`src/sfr_pkg.sv`:
```
package sfr_pkg;
	localparam logic [7:0] OP_READ      = 8'h03;
	localparam logic [7:0] OP_FAST      = 8'h0b;
	localparam logic [7:0] OP_DUAL_OUT  = 8'h3b;
	localparam logic [7:0] OP_QUAD_OUT  = 8'h6b;
	localparam logic [7:0] OP_DUAL_IO   = 8'hbb;
	localparam logic [7:0] OP_QUAD_IO   = 8'heb;
	localparam logic [7:0] OP_WRAP      = 8'h77;
	localparam logic [7:0] OP_SR_WRITE  = 8'h01;
	localparam logic [5:0] OPCODE_BITS  = 6'h08;
	localparam logic [5:0] ADDR_BITS    = 6'h18;
	localparam logic [5:0] MODE_BITS    = 6'h08;
	localparam logic [5:0] DUMMY_FAST   = 6'h08;
	localparam logic [5:0] DUMMY_IO     = 6'h04;
	localparam logic [5:0] WRAP_BITS    = 6'h20;
	localparam logic [5:0] SR1_BITS     = 6'h08;
	localparam logic [5:0] SR2_BITS     = 6'h10;
	localparam logic [5:0] CNT_MAX      = 6'h3f;
	localparam logic [3:0] BYTE_BITS    = 4'h8;
	localparam int         WRAP_DIS_POS = 4;
	localparam int         WRAP_MSB_POS = 6;
	localparam logic [2:0] WRAP_RESET   = 3'h1;
	localparam logic [7:0] WRAP_MASK8   = 8'h07;
	localparam int         BUF_DEPTH    = 2;

	typedef enum {
		ST_OPCODE, ST_ADDR, ST_MODE, ST_DUMMY, ST_DATA, ST_WRAP, ST_SR_DATA, ST_IGNORE
	} sfr_state_e;

	typedef struct packed {
		logic       wr1;
		logic       wr2;
		logic [7:0] sr1;
		logic [7:0] sr2;
	} sfr_sr_write_s;

	typedef struct packed {
		logic [3:0] lane_out;
		logic [3:0] lane_oe;
	} sfr_lanes_s;
endpackage : sfr_pkg

```
`src/sfr_read_unit.sv`:
```
`timescale 1ns/100ps
module sfr_read_unit (
	input  wire logic                   mclk,
	input  wire logic                   reset,
	input  wire logic                   ce,
	input  wire logic                   cs_n,
	input  wire logic                   sclk,
	input  wire logic [3:0]             lane_in,
	output sfr_pkg::sfr_lanes_s         lanes,
	input  wire logic                   busy,
	input  wire logic                   four_wire_enable,
	output logic      [23:0]            mem_addr,
	output logic                        mem_req,
	input  wire logic                   mem_valid,
	input  wire logic [7:0]             mem_data,
	output logic                        mem_ready,
	output sfr_pkg::sfr_sr_write_s      sr_write,
	output logic      [2:0]             wrap_setting
);
	logic [5:0] sync1_ff, sync2_ff;
	logic       sclk_d_ff, cs_d_ff;
	logic       cs_s, sclk_s, sclk_rise, sclk_fall, cs_rise;
	logic [3:0] lane_s;
	// pins cross from the host's clock; only sync2_ff is looked at
	always_ff @(posedge mclk or posedge reset) begin
		if (reset) begin
			sync1_ff  <= 6'h3f;
			sync2_ff  <= 6'h3f;
			sclk_d_ff <= 1'b1;
			cs_d_ff   <= 1'b1;
		end else if (ce) begin
			sync1_ff  <= {cs_n, sclk, lane_in};
			sync2_ff  <= sync1_ff;
			sclk_d_ff <= sync2_ff[4];
			cs_d_ff   <= sync2_ff[5];
		end
	end
	assign cs_s      = sync2_ff[5];
	assign sclk_s    = sync2_ff[4];
	assign lane_s    = sync2_ff[3:0];
	assign sclk_rise = sclk_s & ~sclk_d_ff;
	assign sclk_fall = ~sclk_s & sclk_d_ff;
	assign cs_rise   = cs_s & ~cs_d_ff;
	function automatic logic [23:0] shift_in(input logic [23:0] sh, input logic [3:0] l,
						 input logic [2:0] w);
		unique case (w)
			3'h2:    shift_in = {sh[21:0], l[1:0]};
			3'h4:    shift_in = {sh[19:0], l[3:0]};
			default: shift_in = {sh[22:0], l[0]};
		endcase
	endfunction : shift_in
	function automatic logic [23:0] next_addr(input logic [23:0] a, input logic wrap_on,
						  input logic [2:0] ws);
		logic [7:0] m;
		logic [7:0] inc;
		m   = wrap_mask_of(ws);
		inc = a[7:0] + 8'h01;
		if (wrap_on)
			next_addr = {a[23:8], (a[7:0] & ~m) | (inc & m)};
		else
			next_addr = a + 24'h000001;
	endfunction : next_addr
	function automatic logic [7:0] wrap_mask_of(input logic [2:0] ws);
		wrap_mask_of = (sfr_pkg::WRAP_MASK8 << ws[2:1]) | sfr_pkg::WRAP_MASK8;
	endfunction : wrap_mask_of
	// two-entry buffer between memory and the output shifter
	logic [7:0] buf_ff [sfr_pkg::BUF_DEPTH];
	logic       wptr_ff, rptr_ff, nxt_wptr, nxt_rptr;
	logic [1:0] bcnt_ff, nxt_bcnt;
	logic       push, pop, flush, buf_valid;
	assign buf_valid = (bcnt_ff != 2'h0);
	assign mem_ready = mem_req & (bcnt_ff != 2'(sfr_pkg::BUF_DEPTH));
	assign push      = mem_valid & mem_ready;

	always_comb begin
		nxt_wptr = wptr_ff;
		nxt_rptr = rptr_ff;
		nxt_bcnt = bcnt_ff;
		if (flush) begin
			nxt_wptr = 1'b0;
			nxt_rptr = 1'b0;
			nxt_bcnt = 2'h0;
		end else begin
			if (push)
				nxt_wptr = ~wptr_ff;
			if (pop)
				nxt_rptr = ~rptr_ff;
			nxt_bcnt = bcnt_ff + 2'(push) - 2'(pop);
		end
	end

	always_ff @(posedge mclk or posedge reset) begin
		if (reset) begin
			wptr_ff <= 1'b0;
			rptr_ff <= 1'b0;
			bcnt_ff <= 2'h0;
			buf_ff  <= '{default: 8'h00};
		end else if (ce) begin
			wptr_ff <= nxt_wptr;
			rptr_ff <= nxt_rptr;
			bcnt_ff <= nxt_bcnt;
			if (push && !flush)
				buf_ff[wptr_ff] <= mem_data;
		end
	end

	// instruction sequencer
	sfr_pkg::sfr_state_e   state_ff, nxt_state;
	logic [7:0]            op_ff, nxt_op, op_in;
	logic [5:0]            cnt_ff, nxt_cnt, cnt_inc;
	logic [23:0]           sh_ff, nxt_sh;
	logic [2:0]            wid_ff, nxt_wid, dwid_ff, nxt_dwid;
	logic [5:0]            dummy_ff, nxt_dummy;
	logic [7:0]            obyte_ff, nxt_obyte, ob;
	logic [3:0]            obits_ff, nxt_obits;
	logic [23:0]           addr_ff, nxt_addr;
	logic                  req_ff, nxt_req, wrap_on_ff, nxt_wrap_on;
	logic [2:0]            wrap_ff, nxt_wrap;
	sfr_pkg::sfr_lanes_s   lanes_ff, nxt_lanes;
	sfr_pkg::sfr_sr_write_s srw_ff, nxt_srw;

	assign cnt_inc = cnt_ff + 6'(wid_ff);
	assign op_in   = {sh_ff[6:0], lane_s[0]};

	always_comb begin
		nxt_state   = state_ff;
		nxt_op      = op_ff;
		nxt_cnt     = cnt_ff;
		nxt_sh      = sh_ff;
		nxt_wid     = wid_ff;
		nxt_dwid    = dwid_ff;
		nxt_dummy   = dummy_ff;
		nxt_obyte   = obyte_ff;
		nxt_obits   = obits_ff;
		nxt_addr    = addr_ff;
		nxt_req     = req_ff;
		nxt_wrap_on = wrap_on_ff;
		nxt_wrap    = wrap_ff;
		nxt_lanes   = lanes_ff;
		nxt_srw     = '0;
		pop         = 1'b0;
		flush       = 1'b0;
		ob          = 8'h00;
		if (push)
			nxt_addr = next_addr(addr_ff, wrap_on_ff, wrap_ff);
		if (cs_s) begin
			// partial instructions are dropped; status writes commit only at 8 or 16 bits
			if (cs_rise && state_ff == sfr_pkg::ST_SR_DATA) begin
				if (cnt_ff == sfr_pkg::SR1_BITS) begin
					nxt_srw.wr1 = 1'b1;
					nxt_srw.sr1 = sh_ff[7:0];
				end else if (cnt_ff == sfr_pkg::SR2_BITS) begin
					nxt_srw = {1'b1, 1'b1, sh_ff[15:8], sh_ff[7:0]};
				end
			end
			nxt_state = sfr_pkg::ST_OPCODE;
			nxt_cnt   = 6'h00;
			nxt_wid   = 3'h1;
			nxt_req   = 1'b0;
			nxt_obits = 4'h0;
			nxt_lanes = '0;
			flush     = 1'b1;
		end else if (sclk_rise) begin
			unique case (state_ff)
				sfr_pkg::ST_OPCODE: begin
					nxt_sh  = shift_in(sh_ff, lane_s, 3'h1);
					nxt_cnt = cnt_ff + 6'h01;
					if (nxt_cnt == sfr_pkg::OPCODE_BITS) begin
						nxt_op      = op_in;
						nxt_cnt     = 6'h00;
						nxt_state   = sfr_pkg::ST_ADDR;
						nxt_dummy   = sfr_pkg::DUMMY_FAST;
						nxt_wrap_on = 1'b0;
						unique case (op_in)
							sfr_pkg::OP_READ:     nxt_dwid = 3'h1;
							sfr_pkg::OP_FAST:     nxt_dwid = 3'h1;
							sfr_pkg::OP_DUAL_OUT: nxt_dwid = 3'h2;
							sfr_pkg::OP_QUAD_OUT: nxt_dwid = 3'h4;
							sfr_pkg::OP_DUAL_IO: begin
								nxt_dwid  = 3'h2;
								nxt_wid   = 3'h2;
								nxt_dummy = sfr_pkg::DUMMY_IO;
							end
							sfr_pkg::OP_QUAD_IO: begin
								nxt_dwid    = 3'h4;
								nxt_wid     = 3'h4;
								nxt_dummy   = sfr_pkg::DUMMY_IO;
								nxt_wrap_on = ~wrap_ff[0];
							end
							sfr_pkg::OP_WRAP: begin
								nxt_wid   = 3'h4;
								nxt_state = sfr_pkg::ST_WRAP;
							end
							sfr_pkg::OP_SR_WRITE: nxt_state = sfr_pkg::ST_SR_DATA;
							default:              nxt_state = sfr_pkg::ST_IGNORE;
						endcase
						// reads are dropped while a write cycle runs
						if (nxt_state == sfr_pkg::ST_ADDR && busy)
							nxt_state = sfr_pkg::ST_IGNORE;
						if ((op_in == sfr_pkg::OP_QUAD_OUT || op_in == sfr_pkg::OP_QUAD_IO)
						    && !four_wire_enable)
							nxt_state = sfr_pkg::ST_IGNORE;
					end
				end
				sfr_pkg::ST_ADDR: begin
					nxt_sh  = shift_in(sh_ff, lane_s, wid_ff);
					nxt_cnt = cnt_inc;
					if (cnt_inc == sfr_pkg::ADDR_BITS) begin
						nxt_cnt  = 6'h00;
						nxt_addr = nxt_sh;
						nxt_req  = 1'b1;
						flush    = 1'b1;
						if (op_ff == sfr_pkg::OP_READ)
							nxt_state = sfr_pkg::ST_DATA;
						else if (op_ff == sfr_pkg::OP_DUAL_IO || op_ff == sfr_pkg::OP_QUAD_IO)
							nxt_state = sfr_pkg::ST_MODE;
						else
							nxt_state = sfr_pkg::ST_DUMMY;
					end
				end
				sfr_pkg::ST_MODE: begin
					// mode bits are taken but continuous read is not offered
					nxt_cnt = cnt_inc;
					if (cnt_inc == sfr_pkg::MODE_BITS) begin
						nxt_cnt   = 6'h00;
						nxt_state = sfr_pkg::ST_DUMMY;
					end
				end
				sfr_pkg::ST_DUMMY: begin
					nxt_cnt = cnt_ff + 6'h01;
					if (nxt_cnt == dummy_ff)
						nxt_state = sfr_pkg::ST_DATA;
				end
				sfr_pkg::ST_WRAP: begin
					nxt_sh  = shift_in(sh_ff, lane_s, wid_ff);
					nxt_cnt = cnt_inc;
					if (cnt_inc == sfr_pkg::WRAP_BITS) begin
						nxt_wrap  = nxt_sh[sfr_pkg::WRAP_MSB_POS:sfr_pkg::WRAP_DIS_POS];
						nxt_state = sfr_pkg::ST_IGNORE;
					end
				end
				sfr_pkg::ST_SR_DATA: begin
					nxt_sh = shift_in(sh_ff, lane_s, 3'h1);
					if (cnt_ff != sfr_pkg::CNT_MAX)
						nxt_cnt = cnt_ff + 6'h01;
				end
				sfr_pkg::ST_DATA, sfr_pkg::ST_IGNORE: begin
				end
			endcase
		end else if (sclk_fall && state_ff == sfr_pkg::ST_DATA) begin
			// an empty buffer here is an underrun: lanes hold their last value
			ob = obyte_ff;
			if (obits_ff == 4'h0 && buf_valid) begin
				ob        = buf_ff[rptr_ff];
				pop       = 1'b1;
				nxt_obits = sfr_pkg::BYTE_BITS;
			end
			if (obits_ff != 4'h0 || buf_valid) begin
				unique case (dwid_ff)
					3'h4:    nxt_lanes = {ob[7:4], 4'hf};
					3'h2:    nxt_lanes = {2'b00, ob[7:6], 4'h3};
					default: nxt_lanes = {2'b00, ob[7], 1'b0, 4'h2};
				endcase
				nxt_obyte = ob << dwid_ff;
				nxt_obits = nxt_obits - 4'(dwid_ff);
			end
		end
	end

	always_ff @(posedge mclk or posedge reset) begin
		if (reset) begin
			state_ff   <= sfr_pkg::ST_OPCODE;
			op_ff      <= 8'h00;
			cnt_ff     <= 6'h00;
			sh_ff      <= 24'h000000;
			wid_ff     <= 3'h1;
			dwid_ff    <= 3'h1;
			dummy_ff   <= 6'h00;
			obyte_ff   <= 8'h00;
			obits_ff   <= 4'h0;
			addr_ff    <= 24'h000000;
			req_ff     <= 1'b0;
			wrap_on_ff <= 1'b0;
			wrap_ff    <= sfr_pkg::WRAP_RESET;
			lanes_ff   <= '0;
			srw_ff     <= '0;
		end else if (ce) begin
			state_ff   <= nxt_state;
			op_ff      <= nxt_op;
			cnt_ff     <= nxt_cnt;
			sh_ff      <= nxt_sh;
			wid_ff     <= nxt_wid;
			dwid_ff    <= nxt_dwid;
			dummy_ff   <= nxt_dummy;
			obyte_ff   <= nxt_obyte;
			obits_ff   <= nxt_obits;
			addr_ff    <= nxt_addr;
			req_ff     <= nxt_req;
			wrap_on_ff <= nxt_wrap_on;
			wrap_ff    <= nxt_wrap;
			lanes_ff   <= nxt_lanes;
			srw_ff     <= nxt_srw;
		end
	end

	assign lanes        = lanes_ff;
	assign mem_addr     = addr_ff;
	assign mem_req      = req_ff;
	assign sr_write     = srw_ff;
	assign wrap_setting = wrap_ff;
endmodule : sfr_read_unit

```
`config.mk`:
```
export PLATFORM = sky130hd
export DESIGN_NAME = sfr_read_unit
export DESIGN_NICKNAME = d
export VERILOG_FILES = /design/src/sfr_pkg.sv /design/src/sfr_read_unit.sv
export SDC_FILE = /design/constraint.sdc
export NUM_CORES = 1
export LEC_CHECK = 0
export ABC_AREA = 1
export BUFFER_PORTS_ARGS = -buffer_cell sky130_fd_sc_hd__buf_2
export CAP_MARGIN = 20
export CORE_AREA = 2 2 143 145
export DETAILED_ROUTE_END_ITERATION = 16
export DIE_AREA = 0 0 145 147
export PLACE_DENSITY_LB_ADDON = 0.08
export SYNTH_ARGS = -nofsm -noshare
export SYNTH_HDL_FRONTEND = slang
export SYNTH_SLANG_ARGS = --single-unit
export TNS_END_PERCENT = 20
```
`constraint.sdc`:
```
create_clock -name mclk -period 7.4 [get_ports mclk]
set_input_delay 0.74 -clock mclk [delete_from_list [all_inputs] [get_ports mclk]]
set_output_delay 0.74 -clock mclk [all_outputs]
set_load 0.05 [all_outputs]
```
==> impl_metrics.ini <==
[critical_path]
crit_path_end_kind = flip-flop
r2r_setup_slack_ns = 4.36
crit_arrival_ns = 3.35
rr_endpoint = mem_addr[0]
cp_max_fo = 24
rr_worst_depth = 14
critPathRequiredTime_ns = 7.72
critPathKind = reg2reg
start_kind = flip-flop
r2r-start = wid_ff[0]

[placement]
port_buffers = 74
place_inst = 1498
place_area_mm2 = 0.00928
hpwl_mm = 17.2
gp_congestion = 0.856

[sta]
rsz0062_at_grt = no
worst_slew_pin_slew_ns = 0.918
fin_crit_ns = 3.04
hold_slack_ns = 0.463
setup_viol = 0
fin_skew_ns = 0.0117
finalCritPeriodShare_pct = 41.0
max_freq_ghz = 0.329
maxSlewViolCount = 0
tns_ns = 0
slew_headroom_pct = 38.6
hold_viol = 0

[drt]
wl_met1_mm = 11.1
dr_total_vias = 8114
drt_iter0_markers = 609
met2_wirelength_mm = 12.1
drt_wl_total_mm = 24.5
postRouteAntennaNets = 0
wl_per_cell_um = 16.0
highest_layer = met4
vias_per_cell = 5.30
drt_pre_antenna_iters = 5
dr_wl_met3_um = 828
drc_errors = 0

[yosys]
synth.most_common_cell = nand2_1
ys_types = 45
synth_top_area_cell = dfrtp_1
ys_seq_area_share_pct = 42.6
ys.flop_type = dfrtp_1
ys_top_cells_by_count = nand2_1 (405), dfrtp_1 (131), inv_1 (104), nand3_1 (94), o21ai_0 (73)
yosys.area.top_type_share_pct = 37.5
synth-seq-cells = 148
ys_top_cells_by_area = dfrtp_1 (37%), nand2_1 (17%), nand3_1 (5.4%)
syn-num-nets = 1229
yosys_warnings = 0
mappedNetlistArea_mm2 = 0.00875
syn_inst = 1196
synth_async_sr_flop_share_pct = 100
syn_avg_cell_area_um2 = 7.32
synth_edf_count = 0

[finish]
drive_above_1_share_pct = 14.5
syn_to_final_growth_pct = 12.5
stdcell_area_mm2 = 0.00985
final_util_pct = 49.6
diodes = 0
fill_cells = 2057
layout.cells.non_filler = 1530
nets = 1280

[clock_tree]
clkTransAtPathRegs_ns = 0.07
postCtsSetupRepairBufs = 0
cts-resized-gates = 0
cts_buffer_depth = 2
postCtsHoldBufs = 0
h-tree-depth = 4
cts_root_buf = clkbuf_16
cts_made_buffers = 17
cts_tree = yes
clock_sinks = 148
worstSkewPairLatency_ns = 0.43

[floorplanning]
die-area_mm2 = 0.0213
rows = 52
initial_core_util_pct = 44.1
io_pins = 75
chipWidth_um = 145
core_area_mm2 = 0.0198
die_h_um = 147

[run_status]
outcome = complete, no violations

[pwr]
peakVddDrop_uv = 184
p_per_area_mw_per_mm2 = 299
leakage_nw = 4.99

[run]
cap_violations = 0

[global_routing]
grt_max_degree = 89
grt_usage_pct = 23.4
grt_pass1_vias = 7660
antenna_found_initial = 0
grt_overflow = 0
grt_pass1_wl_mm = 40.2

[min_path]
hold_path_class = in2async
## worst max-delay path, stage by stage, from the launching register on
cell and delay (ns):
dfstp_2 0.55, ha_1 0.18, inv_1 0.06, fa_1 0.51, nand2_1 0.08, nor2_2 0.13, inv_2 0.03, nor2_1 0.16
nand2_2 0.12, inv_4 0.12, nand3_4 0.27, inv_2 0.45, nand2_1 0.09, nand3_1 0.10, nand2_1 0.06
## placed cells by master, fill, tap and decap left out, types with 3 or more instances in the layout
cell and instances:
a21oi_1 35, clkbuf_16 17, nor2_2 12, o211ai_1 30
dfstp_2 17, buf_2 74, nand2_2 5, nor3_1 13
clkinv_4 4, nand4_1 23, mux2i_1 7, xor2_1 14
dfrtp_1 131, o22ai_1 23, clkinv_1 5, inv_1 103
o21bai_1 3, buf_4 3, inv_2 19, o221ai_1 8
nor2_1 63, nand3_2 3, o21ai_0 73, o31ai_1 3
o21ai_1 11, nand2_1 405, nand3_1 94, nand3b_1 3
inv_6 7, ha_1 11, or2_2 10, xnor2_1 8
## power by group
part | internal (mW) | switching [mW]
clock | 0.474 | 0.388
combinational | 0.273 | 0.719
sequential | 0.952 | 0.135
total | 1.70 | 1.24
## how the worst max path moves through the flow
stage | startpoint | end | slack (ns) | cells after the start
2_1_floorplan | reset | bcnt_ff[0] | 2.71 | 1
3_3_place_gp | ce | sh_ff[11] | 4.36 | 10
3_5_place_dp | wid_ff[0] | mem_addr[0] | 4.35 | 14
4_1_cts | wid_ff[0] | mem_addr[0] | 4.33 | 14
5_1_grt | wid_ff[0] | mem_addr[23] | 4.08 | 17
6_report | wid_ff[0] | mem_addr[0] | 4.36 | 14
## flip-flops by register name, summed over array words and instances, names as in the netlist, 3 cells and up
register / flops
wid_ff: 3
sr_write: 18
buf_ff: 16
sh_ff: 23
obits_ff: 4
mem_addr: 24
lanes: 7
state_ff: 3
cnt_ff: 6
sync1_ff: 6
obyte_ff: 8
wrap_setting: 3
op_ff: 8
sync2_ff: 6
dwid_ff: 3
## metrics by stage
step | setup WS, ns | power [mW]
2_1_floorplan | 2.71 | 1.80
3_3_place_gp | 4.36 | 2.09
3_5_place_dp | 4.35 | 2.09
4_1_cts | 4.33 | 2.95
5_1_grt | 4.08 | 3.14
6_report | 4.36 | 2.94
## routing by layer
metal / global-route usage, % / up-vias
li1: - / 4037
met2: 40.0 / 172
met5: 0 / -
met3: 3.20 / 36
met1: 30.9 / 3869
met4: 7.72 / 0
## kinds of logic after synthesis
group | count (synthesis) | share of synthesized area, %
compound gates | 190 | 12.7
xor+xnor | 22 | 2.20
fa+ha+maj | 13 | 2.03
buf+inv | 174 | 7.99
flops | 148 | 42.6
mux | 9 | 1.06
simple gates | 640 | 31.5
## final cells by class
type	count	area, um2	area share (%)
well taps	270	338	3.43
multi-input cells	874	4330	43.9
flip-flops and latches	148	3720	37.8
repair buffers	77	393	3.99
clock buffers	18	429	4.36
clock inverters	14	144	1.46
inverters	129	492	4.99
Power figures use the tool's default switching activity.
